[src/msp_defines.vh]
// Constants shared by the memory string printer design files
`ifndef MSP_DEFINES_VH
`define MSP_DEFINES_VH
// ==========================================
// Register offsets (byte addresses)
`define MSP_OFF_CTRL 8'h00
`define MSP_OFF_FLAGS 8'h04
`define MSP_OFF_PORT 8'h08
`define MSP_OFF_START 8'h0c
`define MSP_OFF_COUNT 8'h10
`define MSP_OFF_APPEND 8'h14
`define MSP_OFF_SWSTART 8'h18
`define MSP_OFF_SWCOUNT 8'h1c
`define MSP_OFF_LITADDR 8'h20
`define MSP_OFF_LITCHAR 8'h24
`define MSP_OFF_LITRES 8'h28
`define MSP_OFF_MADDR 8'h2c
`define MSP_OFF_MDATA 8'h30
`define MSP_OFF_ISTAT 8'h34
`define MSP_OFF_IMASK 8'h38
`define MSP_OFF_RELAY 8'h3c
// ==========================================
// Field positions
`define MSP_CTRL_EN 0
`define MSP_CTRL_SWAP 1
`define MSP_CTRL_SWTRIG 2
`define MSP_CTRL_LITBEGIN 3
`define MSP_CTRL_LITEND 4
`define MSP_CNT_ADDR_LSB 8
`define MSP_CNT_FROM_MEM 15
`define MSP_APP_N_LSB 16
`define MSP_LITRES_CODE_LSB 16
// ==========================================
// Interrupt status bits
`define MSP_IRQ_COMPLETE 0
`define MSP_IRQ_CANNOT 1
`define MSP_IRQ_INVALID 2
`define MSP_IRQ_PORTERR 3
`define MSP_IRQ_TEXTERR 4
`define MSP_IRQ_LITDONE 5
`define MSP_IRQ_SWAPDONE 6
`define MSP_IRQ_W 7
// ==========================================
// Values and limits
`define MSP_PORT_TWO 4'h2
`define MSP_MAX_BYTES 16'h0080
`define MSP_MAX_APPEND 2'h2
`define MSP_ERR_TEXT 16'h01f3
`define MSP_RESET_PORT 4'h2
// ==========================================
// Timing
`define MSP_CLOCK_HZ 20000000
`define MSP_BAUD_RATE 9600
`define MSP_CTS_WAIT_MS 100
// ==========================================
// Character codes
`define MSP_CH_QUOTE 8'h22
`define MSP_CH_DOLLAR 8'h24
`define MSP_CH_LF 8'h0a
`define MSP_CH_CR 8'h0d
`define MSP_CH_FF 8'h0c
`define MSP_CH_TAB 8'h09
`define MSP_CH_LOW 8'h20
`define MSP_CH_HIGH 8'h7e
`endif

[src/msp_literal_decoder.v]
// Text literal decoder: quoted text with dollar escapes into bytes
`include "msp_defines.vh"
module msp_literal_decoder (
  // Clock and reset
  input wire i_clock,
  input wire i_reset,
  // Command character stream
  input wire i_begin,
  input wire i_finish,
  input wire i_char_valid,
  input wire [7:0] i_char,
  output wire o_ready,
  // Decoded bytes and result
  output reg o_byte_valid,
  output reg [7:0] o_byte,
  output reg [7:0] o_length,
  output reg o_done,
  output reg o_error
);
  localparam S_IDLE = 3'd0;
  localparam S_OPEN = 3'd1;
  localparam S_TEXT = 3'd2;
  localparam S_ESC = 3'd3;
  localparam S_HEX = 3'd4;
  localparam S_LF = 3'd5;
  localparam S_CLOSED = 3'd6;

  reg [2:0] state_r;
  reg [2:0] state_nxt;
  reg [3:0] hex_hi_r;
  reg emit;
  reg fail;
  reg [7:0] emit_byte;

  // Hex digit value with a valid flag on top
  function [4:0] hex_val;
    input [7:0] c;
    begin
      if (c >= 8'h30 && c <= 8'h39)
        hex_val = {1'b1, c[3:0]};
      else if ((c >= 8'h41 && c <= 8'h46) || (c >= 8'h61 && c <= 8'h66))
        hex_val = {1'b1, c[3:0] + 4'h9};
      else
        hex_val = 5'h00;
    end
  endfunction

  wire [4:0] hv = hex_val(i_char);
  wire printable = (i_char >= `MSP_CH_LOW) && (i_char <= `MSP_CH_HIGH);
  // A pending line feed of CRLF blocks the stream for one cycle
  assign o_ready = (state_r != S_LF);

  // Next state and byte to emit
  always @*
  begin
    emit = 1'b0;
    fail = 1'b0;
    emit_byte = i_char;
    state_nxt = state_r;
    if (state_r == S_LF)
    begin
      emit = 1'b1;
      emit_byte = `MSP_CH_LF;
      state_nxt = S_TEXT;
    end
    else if (i_char_valid)
    begin
      case (state_r)
        S_OPEN:
          if (i_char == `MSP_CH_QUOTE)
            state_nxt = S_TEXT;
          else
            fail = 1'b1;
        S_TEXT:
          if (i_char == `MSP_CH_QUOTE)
            state_nxt = S_CLOSED;
          else if (i_char == `MSP_CH_DOLLAR)
            state_nxt = S_ESC;
          else if (printable)
            emit = 1'b1;
          else
            fail = 1'b1;
        S_ESC:
        begin
          state_nxt = S_TEXT;
          case (i_char)
            `MSP_CH_QUOTE, `MSP_CH_DOLLAR: emit = 1'b1;
            8'h4c, 8'h6c: begin emit = 1'b1; emit_byte = `MSP_CH_LF; end
            8'h50, 8'h70: begin emit = 1'b1; emit_byte = `MSP_CH_FF; end
            8'h52, 8'h72: begin emit = 1'b1; emit_byte = `MSP_CH_CR; end
            8'h54, 8'h74: begin emit = 1'b1; emit_byte = `MSP_CH_TAB; end
            8'h4e, 8'h6e:
            begin
              emit = 1'b1;
              emit_byte = `MSP_CH_CR;
              state_nxt = S_LF;
            end
            default:
              if (hv[4])
                state_nxt = S_HEX;
              else
                fail = 1'b1;
          endcase
        end
        S_HEX:
          if (hv[4])
          begin
            emit = 1'b1;
            emit_byte = {hex_hi_r, hv[3:0]};
            state_nxt = S_TEXT;
          end
          else
            fail = 1'b1;
        S_CLOSED: fail = 1'b1;
        default: state_nxt = state_r;
      endcase
    end
  end

  // State, length and result pulses
  always @(posedge i_clock)
  begin
    o_byte_valid <= 1'b0;
    o_done <= 1'b0;
    o_error <= 1'b0;
    if (i_reset)
    begin
      state_r <= S_IDLE;
      hex_hi_r <= 4'h0;
      o_byte <= 8'h00;
      o_length <= 8'h00;
    end
    else if (i_begin)
    begin
      state_r <= S_OPEN;
      o_length <= 8'h00;
    end
    else if (i_finish && state_r != S_IDLE && o_ready)
    begin
      o_done <= (state_r == S_CLOSED);
      o_error <= (state_r != S_CLOSED);
      state_r <= S_IDLE;
    end
    else if (fail || (emit && {8'h00, o_length} == `MSP_MAX_BYTES))
    begin
      o_error <= 1'b1;
      state_r <= S_IDLE;
    end
    else
    begin
      state_r <= state_nxt;
      if (state_r == S_ESC)
        hex_hi_r <= hv[3:0];
      if (emit)
      begin
        o_byte_valid <= 1'b1;
        o_byte <= emit_byte;
        o_length <= o_length + 8'h01;
      end
    end
  end
endmodule // msp_literal_decoder

[src/msp_printer.v]
// Memory string printer top: registers, word memory, swapper, serial port
// Functional notes
// - An empty quoted literal builds a string of zero characters.
// - Dollar then quote gives one quote character and does not close.
// - Bad text or missing quotes rejects the literal with code 499.
// - A trigger sends the byte count from consecutive words at start.
// - Configured append characters follow the data bytes of every string.
// - Byte swap exchanges high and low bytes while sending, memory untouched.
// - Busy stays high for the whole transmission.
// - Complete sets after the last byte, clears when the enable drops.
// - Cannot-execute flag rises when a print or swap cannot run.
// - Invalid-value flag rises when an operand is out of range.
// - Port-active flag is high while port two is sending.
// - Port-error flag rises on a communication error on port two.
// - The swapper exchanges bytes in place over 1 to 128 bytes.
// - Dollar and two hex digits give one byte of that code.
`include "msp_defines.vh"
module msp_printer #(
  parameter MEM_WORDS = 64,
  parameter AW = 6,
  parameter BIT_CYCLES = `MSP_CLOCK_HZ / `MSP_BAUD_RATE,
  parameter CTS_WAIT_CYCLES = `MSP_CTS_WAIT_MS * (`MSP_CLOCK_HZ / 1000)
) (
  // Clock and reset
  input wire i_clock,
  input wire i_reset,
  // Register port
  input wire [7:0] i_addr,
  input wire [31:0] i_wdata,
  input wire i_write,
  input wire i_read,
  output reg [31:0] o_rdata,
  // Serial port two
  output wire o_txd,
  input wire i_cts_n,
  // Status outputs
  output reg o_busy,
  output reg o_complete,
  output reg o_cannot_execute_flag,
  output reg o_invalid_value_flag,
  output wire o_port_active_flag,
  output reg o_port_error_flag,
  output wire o_irq
);
  localparam P_IDLE = 2'd0;
  localparam P_RUN = 2'd1;
  localparam P_DONE = 2'd2;
  localparam [31:0] BIT_LAST = BIT_CYCLES - 1;
  localparam [31:0] WAIT_LAST = CTS_WAIT_CYCLES - 1;
  localparam [31:0] MEM_LIMIT = MEM_WORDS;

  // ==========================================
  // Storage and registers
  reg [15:0] mem_r [0:MEM_WORDS-1];
  reg ctrl_en_r, en_prev_r, ctrl_swap_r;
  reg [3:0] port_r;
  reg [AW-1:0] start_r, sw_start_r, lit_addr_r, maddr_r;
  reg [15:0] count_r;
  reg [17:0] append_r;
  reg [7:0] sw_count_r;
  reg [21:0] relay_r;
  reg [`MSP_IRQ_W-1:0] istat_r, imask_r;
  reg [15:0] lit_code_r;
  reg cts_meta_r, cts_sync_r;
  reg [1:0] p_state_r;
  reg [8:0] p_idx_r, p_total_r;
  reg [7:0] p_count_r;
  reg [AW-1:0] p_word_r;
  reg p_swap_r;
  reg [31:0] wait_r;
  reg tx_busy_r;
  reg [9:0] tx_shift_r;
  reg [3:0] tx_bits_r;
  reg [15:0] tx_baud_r;
  reg sw_busy_r;
  reg [AW-1:0] sw_addr_r, lit_word_r;
  reg [7:0] sw_left_r;
  reg lit_active_r, lit_pos_r;
  reg [31:0] rd_mux;

  // ==========================================
  // Request decode
  wire wr_ctrl = i_write && (i_addr == `MSP_OFF_CTRL);
  wire sw_req = wr_ctrl && i_wdata[`MSP_CTRL_SWTRIG];
  wire lb_req = wr_ctrl && i_wdata[`MSP_CTRL_LITBEGIN];
  wire le_req = wr_ctrl && i_wdata[`MSP_CTRL_LITEND];
  wire lc_req = i_write && (i_addr == `MSP_OFF_LITCHAR);
  wire md_wr = i_write && (i_addr == `MSP_OFF_MDATA);
  wire lit_ready, lit_bv, lit_done, lit_err;
  wire [7:0] lit_byte, lit_len;

  // ==========================================
  // Operand checks and acceptance
  wire [15:0] cnt_mem = mem_r[count_r[`MSP_CNT_ADDR_LSB +: AW]];
  wire [15:0] eff_cnt = count_r[`MSP_CNT_FROM_MEM] ? cnt_mem : {8'h00, count_r[7:0]};
  wire [1:0] app_n = append_r[`MSP_APP_N_LSB +: 2];
  wire [15:0] p_end = {{(16-AW){1'b0}}, start_r} + ((eff_cnt + 16'h0001) >> 1);
  wire [15:0] s_end = {{(16-AW){1'b0}}, sw_start_r} + {8'h00, (sw_count_r >> 1)}
    + {15'h0000, sw_count_r[0]};
  wire print_busy = (p_state_r == P_RUN);
  wire p_try = ctrl_en_r && !en_prev_r;
  wire p_cant = print_busy || sw_busy_r || lit_active_r;
  wire p_inval = (port_r != `MSP_PORT_TWO) || (eff_cnt == 16'h0000)
    || (eff_cnt > `MSP_MAX_BYTES) || (p_end > MEM_LIMIT[15:0]) || (app_n > `MSP_MAX_APPEND);
  wire p_go = p_try && !p_cant && !p_inval;
  wire s_cant = print_busy || sw_busy_r || lit_active_r || p_go;
  wire s_inval = (sw_count_r == 8'h00) || ({8'h00, sw_count_r} > `MSP_MAX_BYTES)
    || (s_end > MEM_LIMIT[15:0]);
  wire s_go = sw_req && !s_cant && !s_inval;
  wire l_cant = print_busy || sw_busy_r || p_go || s_go;
  wire l_go = lb_req && !l_cant;
  wire lit_refused = (lc_req || le_req) && !lit_ready;
  wire cannot_ev = (p_try && p_cant) || (sw_req && s_cant) || (lb_req && l_cant)
    || lit_refused;
  wire invalid_ev = (p_try && !p_cant && p_inval) || (sw_req && !s_cant && s_inval);
  wire any_go = p_go || s_go || l_go;

  // ==========================================
  // Byte selection for the transmitter
  wire [15:0] p_src = mem_r[p_word_r];
  wire p_in_data = (p_idx_r < {1'b0, p_count_r});
  wire p_take_hi = (~p_idx_r[0]) ^ p_swap_r;
  wire [8:0] app_idx = p_idx_r - {1'b0, p_count_r};
  wire [7:0] app_byte = app_idx[0] ? append_r[15:8] : append_r[7:0];
  wire [7:0] p_byte = p_in_data ? (p_take_hi ? p_src[15:8] : p_src[7:0]) : app_byte;
  wire p_more = (p_idx_r != p_total_r);
  wire tx_load = print_busy && !tx_busy_r && p_more && !cts_sync_r;
  wire p_stall = print_busy && !tx_busy_r && p_more && cts_sync_r;
  wire p_finish = print_busy && !tx_busy_r && !p_more;
  wire port_err_ev = p_stall && (wait_r == WAIT_LAST);
  wire [`MSP_IRQ_W-1:0] events = {s_go ? 1'b0 : (sw_busy_r && sw_left_r == 8'h01),
    lit_done, lit_err, port_err_ev, invalid_ev, cannot_ev, p_finish};

  assign o_txd = tx_shift_r[0];
  assign o_port_active_flag = tx_busy_r;
  assign o_irq = |(istat_r & imask_r);

  // Clear-to-send pin synchroniser
  always @(posedge i_clock)
  begin
    if (i_reset)
    begin
      cts_meta_r <= 1'b1;
      cts_sync_r <= 1'b1;
    end
    else
    begin
      cts_meta_r <= i_cts_n;
      cts_sync_r <= cts_meta_r;
    end
  end

  // Software-written registers
  always @(posedge i_clock)
  begin
    if (i_reset)
    begin
      ctrl_en_r <= 1'b0;
      ctrl_swap_r <= 1'b0;
      port_r <= `MSP_RESET_PORT;
      start_r <= {AW{1'b0}};
      count_r <= 16'h0000;
      append_r <= 18'h00000;
      sw_start_r <= {AW{1'b0}};
      sw_count_r <= 8'h00;
      lit_addr_r <= {AW{1'b0}};
      maddr_r <= {AW{1'b0}};
      imask_r <= {`MSP_IRQ_W{1'b0}};
      relay_r <= 22'h000000;
    end
    else if (i_write)
    begin
      case (i_addr)
        `MSP_OFF_CTRL:
        begin
          ctrl_en_r <= i_wdata[`MSP_CTRL_EN];
          ctrl_swap_r <= i_wdata[`MSP_CTRL_SWAP];
        end
        `MSP_OFF_PORT: port_r <= i_wdata[3:0];
        `MSP_OFF_START: start_r <= i_wdata[AW-1:0];
        `MSP_OFF_COUNT: count_r <= i_wdata[15:0];
        `MSP_OFF_APPEND: append_r <= i_wdata[17:0];
        `MSP_OFF_SWSTART: sw_start_r <= i_wdata[AW-1:0];
        `MSP_OFF_SWCOUNT: sw_count_r <= i_wdata[7:0];
        `MSP_OFF_LITADDR: lit_addr_r <= i_wdata[AW-1:0];
        `MSP_OFF_MADDR: maddr_r <= i_wdata[AW-1:0];
        `MSP_OFF_IMASK: imask_r <= i_wdata[`MSP_IRQ_W-1:0];
        `MSP_OFF_RELAY: relay_r <= i_wdata[21:0];
        default: maddr_r <= maddr_r;
      endcase
    end
  end

  // Sticky flags and interrupt status; a new event beats the clear
  always @(posedge i_clock)
  begin
    if (i_reset)
    begin
      istat_r <= {`MSP_IRQ_W{1'b0}};
      o_cannot_execute_flag <= 1'b0;
      o_invalid_value_flag <= 1'b0;
      o_port_error_flag <= 1'b0;
      lit_code_r <= 16'h0000;
      en_prev_r <= 1'b0;
    end
    else
    begin
      en_prev_r <= ctrl_en_r;
      istat_r <= (istat_r & ~((i_write && i_addr == `MSP_OFF_ISTAT) ?
        i_wdata[`MSP_IRQ_W-1:0] : {`MSP_IRQ_W{1'b0}})) | events;
      o_cannot_execute_flag <= cannot_ev || (o_cannot_execute_flag && !any_go);
      o_invalid_value_flag <= invalid_ev || (o_invalid_value_flag && !any_go);
      o_port_error_flag <= port_err_ev || (o_port_error_flag && !p_go);
      if (lit_err)
        lit_code_r <= `MSP_ERR_TEXT;
      else if (l_go)
        lit_code_r <= 16'h0000;
    end
  end

  // Print sequencer: data bytes, then append characters
  always @(posedge i_clock)
  begin
    if (i_reset)
    begin
      p_state_r <= P_IDLE;
      p_idx_r <= 9'h000;
      p_total_r <= 9'h000;
      p_count_r <= 8'h00;
      p_word_r <= {AW{1'b0}};
      p_swap_r <= 1'b0;
      wait_r <= 32'h00000000;
      o_busy <= 1'b0;
      o_complete <= 1'b0;
    end
    else
    begin
      case (p_state_r)
        P_IDLE:
          if (p_go)
          begin
            p_state_r <= P_RUN;
            o_busy <= 1'b1;
            o_complete <= 1'b0;
            p_idx_r <= 9'h000;
            p_count_r <= eff_cnt[7:0];
            p_total_r <= eff_cnt[8:0] + {7'h00, app_n};
            p_word_r <= start_r;
            p_swap_r <= ctrl_swap_r;
            wait_r <= 32'h00000000;
          end
        P_RUN:
          if (p_finish)
          begin
            p_state_r <= P_DONE;
            o_busy <= 1'b0;
            o_complete <= 1'b1;
          end
          else if (tx_load)
          begin
            p_idx_r <= p_idx_r + 9'h001;
            wait_r <= 32'h00000000;
            if (p_in_data && p_idx_r[0])
              p_word_r <= p_word_r + {{(AW-1){1'b0}}, 1'b1};
          end
          else if (port_err_ev)
          begin
            p_state_r <= P_IDLE;
            o_busy <= 1'b0;
          end
          else if (p_stall)
            wait_r <= wait_r + 32'h00000001;
        P_DONE:
          if (!ctrl_en_r)
          begin
            p_state_r <= P_IDLE;
            o_complete <= 1'b0;
          end
        default: p_state_r <= P_IDLE;
      endcase
    end
  end

  // Serial transmitter, 8 data bits, one stop bit, line idles high
  always @(posedge i_clock)
  begin
    if (i_reset)
    begin
      tx_busy_r <= 1'b0;
      tx_shift_r <= 10'h3ff;
      tx_bits_r <= 4'h0;
      tx_baud_r <= 16'h0000;
    end
    else if (tx_load)
    begin
      tx_busy_r <= 1'b1;
      tx_shift_r <= {1'b1, p_byte, 1'b0};
      tx_bits_r <= 4'h0;
      tx_baud_r <= 16'h0000;
    end
    else if (tx_busy_r)
    begin
      if (tx_baud_r == BIT_LAST[15:0])
      begin
        tx_baud_r <= 16'h0000;
        tx_shift_r <= {1'b1, tx_shift_r[9:1]};
        tx_bits_r <= tx_bits_r + 4'h1;
        if (tx_bits_r == 4'h9)
          tx_busy_r <= 1'b0;
      end
      else
        tx_baud_r <= tx_baud_r + 16'h0001;
    end
  end

  // Swapper and literal packing pointers
  always @(posedge i_clock)
  begin
    if (i_reset)
    begin
      sw_busy_r <= 1'b0;
      sw_addr_r <= {AW{1'b0}};
      sw_left_r <= 8'h00;
      lit_active_r <= 1'b0;
      lit_word_r <= {AW{1'b0}};
      lit_pos_r <= 1'b0;
    end
    else
    begin
      if (s_go)
      begin
        sw_busy_r <= 1'b1;
        sw_addr_r <= sw_start_r;
        sw_left_r <= (sw_count_r >> 1) + {7'h00, sw_count_r[0]};
      end
      else if (sw_busy_r)
      begin
        sw_addr_r <= sw_addr_r + {{(AW-1){1'b0}}, 1'b1};
        sw_left_r <= sw_left_r - 8'h01;
        if (sw_left_r == 8'h01)
          sw_busy_r <= 1'b0;
      end
      if (l_go)
      begin
        lit_active_r <= 1'b1;
        lit_word_r <= lit_addr_r;
        lit_pos_r <= 1'b0;
      end
      else
      begin
        if (lit_done || lit_err)
          lit_active_r <= 1'b0;
        if (lit_bv)
        begin
          lit_pos_r <= ~lit_pos_r;
          if (lit_pos_r)
            lit_word_r <= lit_word_r + {{(AW-1){1'b0}}, 1'b1};
        end
      end
    end
  end

  // Word memory writes: swapper, then literal bytes, then software
  always @(posedge i_clock)
  begin
    if (sw_busy_r)
      mem_r[sw_addr_r] <= {mem_r[sw_addr_r][7:0], mem_r[sw_addr_r][15:8]};
    else if (lit_bv && !lit_pos_r)
      mem_r[lit_word_r][15:8] <= lit_byte;
    else if (lit_bv)
      mem_r[lit_word_r][7:0] <= lit_byte;
    else if (md_wr)
      mem_r[maddr_r] <= i_wdata[15:0];
  end

  // Read multiplexer
  always @*
  begin
    case (i_addr)
      `MSP_OFF_CTRL: rd_mux = {30'h00000000, ctrl_swap_r, ctrl_en_r};
      `MSP_OFF_FLAGS: rd_mux = {26'h0000000, o_port_error_flag, o_port_active_flag,
        o_invalid_value_flag, o_cannot_execute_flag, o_complete, o_busy};
      `MSP_OFF_PORT: rd_mux = {28'h0000000, port_r};
      `MSP_OFF_START: rd_mux = {{(32-AW){1'b0}}, start_r};
      `MSP_OFF_COUNT: rd_mux = {16'h0000, count_r};
      `MSP_OFF_APPEND: rd_mux = {14'h0000, append_r};
      `MSP_OFF_SWSTART: rd_mux = {{(32-AW){1'b0}}, sw_start_r};
      `MSP_OFF_SWCOUNT: rd_mux = {24'h000000, sw_count_r};
      `MSP_OFF_LITADDR: rd_mux = {{(32-AW){1'b0}}, lit_addr_r};
      `MSP_OFF_LITRES: rd_mux = {lit_code_r, 7'h00, lit_active_r, lit_len};
      `MSP_OFF_MADDR: rd_mux = {{(32-AW){1'b0}}, maddr_r};
      `MSP_OFF_MDATA: rd_mux = {16'h0000, mem_r[maddr_r]};
      `MSP_OFF_ISTAT: rd_mux = {{(32-`MSP_IRQ_W){1'b0}}, istat_r};
      `MSP_OFF_IMASK: rd_mux = {{(32-`MSP_IRQ_W){1'b0}}, imask_r};
      `MSP_OFF_RELAY: rd_mux = {10'h000, relay_r};
      default: rd_mux = 32'h00000000;
    endcase
  end

  // Read data stands only in the cycle after the read strobe
  always @(posedge i_clock)
  begin
    if (i_reset)
      o_rdata <= 32'h00000000;
    else
      o_rdata <= i_read ? rd_mux : 32'h00000000;
  end

  // Text literal decoder
  msp_literal_decoder u_literal (
    .i_clock(i_clock),
    .i_reset(i_reset),
    .i_begin(l_go),
    .i_finish(le_req && lit_ready),
    .i_char_valid(lc_req && lit_ready),
    .i_char(i_wdata[7:0]),
    .o_ready(lit_ready),
    .o_byte_valid(lit_bv),
    .o_byte(lit_byte),
    .o_length(lit_len),
    .o_done(lit_done),
    .o_error(lit_err)
  );
endmodule // msp_printer

[config.mk]
export PLATFORM = sky130hd
export DESIGN_NAME = msp_printer
export DESIGN_NICKNAME = d
export VERILOG_FILES = /design/src/msp_literal_decoder.v /design/src/msp_printer.v
export VERILOG_INCLUDE_DIRS = /design/src /design/src/src
export SDC_FILE = /design/constraint.sdc
export NUM_CORES = 2
export LEC_CHECK = 0
export BUFFER_PORTS_ARGS = -buffer_cell sky130_fd_sc_hd__buf_2
export CAP_MARGIN = 40
export CORE_MARGIN = 8
export CORE_UTILIZATION = 45
export CTS_CLUSTER_DIAMETER = 200
export DETAILED_ROUTE_END_ITERATION = 6
export MAX_ROUTING_LAYER = met4
export PLACE_DENSITY = 0.63
export SLEW_MARGIN = 10
export SYNTH_ARGS = -nofsm -noshare
export SYNTH_HDL_FRONTEND = slang
export SYNTH_SLANG_ARGS = --single-unit
[constraint.sdc]
create_clock -name i_clock -period 11.3 [get_ports i_clock]
set_input_delay 0.565 -clock i_clock [delete_from_list [all_inputs] [get_ports i_clock]]
set_output_delay 0.565 -clock i_clock [all_outputs]
set_load 0.03 [all_outputs]
# Word level (Yosys, flattened, before mapping)
# Memories as Yosys holds them, arrays and structs flattened. A register that Yosys moved wholly into a read port is not among the register bits.
# Index checks and enable logic that the tools add are counted.
# word_totals
latchBits,0
mem_bits_ro,0
word_cells,420
register_bits,301
out_inout_bits,40
memories,1
mem_bits_rw,1024
inputBits,45
# classes
add_sub_neg,17
n_bitwise,11
muxes,126
eq_ne,63
n_reduce_logical,139
n_shift,0
n_div,0
n_mul,0
magnitude_cmp,14
# mem_list
name,depth,width,rd,rd_ports_with_merged_regs,write_ports,line,rtl
mem_r,64,16,4,4,1,msp_printer.v:54,reg [15:0] mem_r [0:MEM_WORDS-1];
# ops
cell,n
one-hot mux 25 bit (15 select lines),1
2-to-1 mux 32 bit,5
2-to-1 mux 6 bit,19
"equality test 8 x 6 -> 1 bit, second input constant",10
"equality test 8 x 7 -> 1 bit, second input constant",10
2-to-1 mux 9 bit,8
2-to-1 mux 16 bit,4
2-to-1 mux 8 bit,8
one-hot mux 32 bit (2 select lines),1
2-to-1 mux 1 bit,52
logical AND 1 bit,40
"adder 16 x 1 -> 16 bit, second input constant",2
"adder 32 x 1 -> 32 bit, second input constant",1
"equality test 32 x 21 -> 1 bit, second input constant",1
"equality test 8 x 5 -> 1 bit, second input constant",4
one-hot mux 8 bit (4 select lines),1
OR reduction 16 bit,2
AND reduction 2 bit,15
AND reduction 5 bit,5
"<= comparator 8 x 7 -> 1 bit, second input constant",3
logical OR 1 bit,24
AND reduction 4 bit,6
"adder 6 x 1 -> 6 bit, second input constant",3
2-to-1 mux 2 bit,9
other kinds (75),136

# Longest topological paths before layout
# depth
ltp_word,19
depth_mapped,29
depth_no_buf,23

# Modules after synthesis
# Synthesis repeated with hierarchy kept, for this count alone.
# hier_totals
hier_cells,5217
area_unflattened_um2,80229.4
# modules_own_cells
module,n_inst,area_each_um2,seq_area_each_um2,cells_each
msp_printer,1,77969.8,36434.9,4924
msp_literal_decoder,1,2259.7,520.5,293

# Worst setup path before layout
# Ideal clock, no wire load.
# synth_path
path_type,register -> register
start,register (tool-made name)
end,register (tool-made name)
t_required_ns,11.168
t_arrival_ns,5.365
stages_incl_launch_ff,28
path_slack_ns,5.803
path_cell_list,dfxtp_1 > buf_6 > buf_6 > buf_6 > buf_6 > buf_2 > mux4_2 > a22oi_1 > nand2_1 > a211oi_1 > o21ai_0 > ha_1 > xnor2_1 > ha_1 > a21o_1 > a21oi_1 > o21ai_0 > a21oi_1 > xnor2_1 > nor2_1 > o32ai_1 > a211oi_2 > o211ai_2 > nor2b_1 > buf_2 > buf_2 > mux2i_1 > nor2_1

==> summary.md <==
| Metric | Value |
|---|---|
| GRT overflow | 0 |
| Post-route DRC | 2 |
| RSZ-0062 raised after global routing | no |
| Clk pwr share | 47.8% |
| Vias in the first global route | 52.3k |
| Min Tclk post-route | 7.88 ns |
| Post-route ant nets | 0 |
| Kind of start point of the critical path | flop |
| # rows | 154 |
| Sink count of the clock tree | 1334 |
| Most common cell after layout, fill and taps aside | mux4_2 |
| Post-Syn Area per Cell | 15.6 um2 |
| Post-synth EDFFs | 1024 |
| HPWL Detailed | 188 mm |
| DR vias/cell | 7.18 |
| Cts repair resizes | 0 |
| Worst path bufs/invs | 5 |
| Combinational share of power | 0.8% |
| Antenna violations before repair | 15 |
| Clk pin slew, worst setup/hold paths | 0.06 ns |
| PD cells | 114 nW/um2 |
| DR iter-0 viols | 8328 |
| CP max FO | 39 |
| Final Cycle Share | 69.8% |
| Slew @ Worst Pin | 0.994 ns |
| Leakage | 20.1 nW |
| Placer Congestion | 0.950 |
| Final Non-Filler Cells | 7606 |
| Failing checks | DRC |
| Critical Path AT | 8.54 ns |
| Seq cells post-synth | 1334 |
| Nets@finish | 5240 |
| Fmax | 127 MHz |
| P_sw | 2.10 mW |
| Max-Slew Margin vs Limit | 33.7% |
| Initial Util | 45.2% |
| Root Driver | clkbuf_16 |
| Worst Setup End Kind | flop |
| DRT Wirelength | 278 mm |
| Asr flop ratio synth | 0% |
| Placed cell count | 7331 |
| H-tree depth | 4 |
| Port bufs | 67 |
| First-pass GRT wire length | 394 mm |
| Status | finished with violations |
| Setup TNS | 0 ns |
| TritonCTS clock tree | done |
| Setup-failing EPs final | 0 |
| Hold buffers post-CTS | 9 |
| Total track usage | 29.3% |
| Max VDD drop | 0.000132 V |
| Synthesized area | 79400 um2 |
| Reg power frac | 51.4% |
| Routed WL per cell | 36.5 um |
| Drt pass-1 iters | 7 |
| Cell count after synthesis | 5106 |
| Setup bufs post-CTS | 0 |
| Die W | 436 um |
| Min-delay worst type | primary input to flop |
| Critical path depth | 25 |
| Final Max Tran Viols | 0 |
| Cell-internal power | 8.04 mW |
| Area delta synth->final | 11.6% |
| Layout cells sized above 1 | 36.2% |
| Crit path kind | flop to flop |
| Placeable Area | 176000 um2 |
| Worst Reg2Reg Path Length in Cells | 25 |
| Yosys warns | 0 |
| Max_cap viols | 0 |
| Via count | 54.6k |
| Post-synth top flop | edfxtp_1 |
| Top delay family on crit path | compound AO/OA/AOI/OAI gates |
| Max Root-Sink Buffers | 3 |
| Distinct cells, synth | 94 |
| Clk_lat worst skew | 0.82 ns |
| Clock Skews | 0.0371 ns |
| Commonest cells after routing, fill and taps aside | mux4_2, edfxtp_1, nand2_1 |
| Sw Ratio | 20.7% |
| I/O Pins | 85 |
| Pin count of the biggest net entering global routing | 122 |
| Hold path depth | 3 |
| Die area | 190000 um2 |
| Slowest cell on crit path | a211oi_1 |
| Seq/Total Area, Yosys | 46.5% |
| CP Data Required Time | 11.96 ns |
| Final Hold Fails | 0 |
| CP peak stage delay | 0.76 ns |
| Die H | 436 um |
| CTS Buf Count | 145 |
-- worst paths after layout --
| kind | from | to | slack [ns] |
|---|---|---|---|
| setup reg to reg | flop | flop | 3.42 |
| hold reg to reg | cts_meta_r | cts_sync_r | 0.42 |
| hold / removal | i_wdata[14] | count_r[14] | 0.06 |
| setup / recovery | flop | flop | 3.42 |
-- synthesized netlist by cell type (16+ instances only) --
library cell,count,share of area [%]
a211oi_1,50,0.47
a21oi_1,208,1.3
a221oi_1,26,0.29
a22o_1,22,0.24
a22oi_1,58,0.55
and2_1,18,0.14
and3_1,24,0.19
buf_1,112,0.53
buf_2,43,0.27
buf_4,25,0.24
clkbuf_1,248,1.2
dfxtp_1,310,7.8
edfxtp_1,1024,39
ha_1,44,0.69
inv_1,70,0.33
mux2i_1,183,2.3
mux4_2,1238,35
nand2_1,371,1.8
nand2b_1,27,0.21
nand3_1,117,0.74
nand4_1,30,0.24
nor2_1,337,1.6
nor2b_1,35,0.28
nor3_1,43,0.27
nor4_1,16,0.13
o21ai_0,66,0.42
xnor2_1,59,0.65
xor2_1,34,0.37
-- per-layer routing --
layer	share of wire (%)	wire length (um)	GRT usage (%)	vias up
li1	-	-	-	21400
met1	36	99100	38.1	28300
met2	45	124000	42.3	4177
met3	14	37600	8.83	748
met4	6.2	17100	14.3	0
met5	0	0	-	-
-- area by class of cell --
class                           count  area (um2)
Antenna cell                        6        15.0
Clock buffer                      187        3970
Clock inverter                     73         777
Fill cell                       14400       87100
Inverter                           73         274
Multi-Input combinational cell   3263       40600
Sequential cell                  1334       37000
Tap cell                         2340        2930
Timing Repair Buffer              330        3070
-- worst register-to-register path, cell delays in order, from the launching register on --
cell and delay [ns]:
dfxtp_4 0.65, buf_12 0.31, buf_4 0.66, mux4_2 0.48, a22o_1 0.20, a221oi_1 0.24, o22ai_1 0.13, a211oi_1 0.76
o21ai_0 0.37, ha_1 0.32, xnor2_1 0.24, inv_1 0.08, fa_1 0.40, inv_1 0.07, a21oi_1 0.05, o21ai_0 0.19
and2_1 0.19, o2111ai_1 0.13, nor2_1 0.16, o32ai_1 0.12, a211oi_2 0.47, o211ai_2 0.14, buf_4 0.23, nor2_4 0.64
nor3_1 0.11, nor3_1 0.37
-- kinds of logic after synthesis --
family / count (synthesis) / share of synthesized area (%)
mux: 1436 / 37.6
flops: 1334 / 46.5
simple gates: 1082 / 6.17
compound gates: 597 / 5.09
buf+inv: 515 / 2.75
xor+xnor: 93 / 1.03
fa+ha+maj: 48 / 0.794
other cells: 1 / 0.00472
-- registers in the layout, indices dropped and copies added, names as in the netlist, 8 cells and up, named ones only --
signal / flops
mem_r: 1024
count_r: 16
tx_shift_r: 9
p_count_r: 8
o_rdata: 23
u_literal.o_length: 8
p_total_r: 9
append_r: 18
sw_count_r: 8
wait_r: 32
p_idx_r: 9
sw_left_r: 8
relay_r: 22
tx_baud_r: 16
u_literal.o_byte: 8
-- power groups by stage --
stage	sequential (mW)	combinational, mW	clock [mW]
finish	5.21	0.0851	4.85
global route	5.20	0.0892	5.07
CTS	5.21	0.0829	4.89
detailed placement	5.31	0.0800	0
global placement	5.31	0.0790	0
floorplan	5.31	0.0496	0
-- through the flow --
step | util (%) | setup WS (ns) | power (mW) | hold slack (ns) | instance area, um2
6_report | 50.5 | 3.42 | 10.1 | 0.0633 | 88700
5_1_grt | 50.5 | 2.86 | 10.4 | 0.0621 | 88700
4_1_cts | 50.4 | 3.57 | 10.2 | 0.00692 | 88600
3_5_place_dp | 47.7 | 3.64 | 5.39 | 0.419 | 83800
3_3_place_gp | 47.0 | 3.49 | 5.39 | 0.402 | 82600
2_1_floorplan | - | 5.80 | 5.36 | 0.389 | 79400
Note: power is estimated with default switching activity, not from simulation.
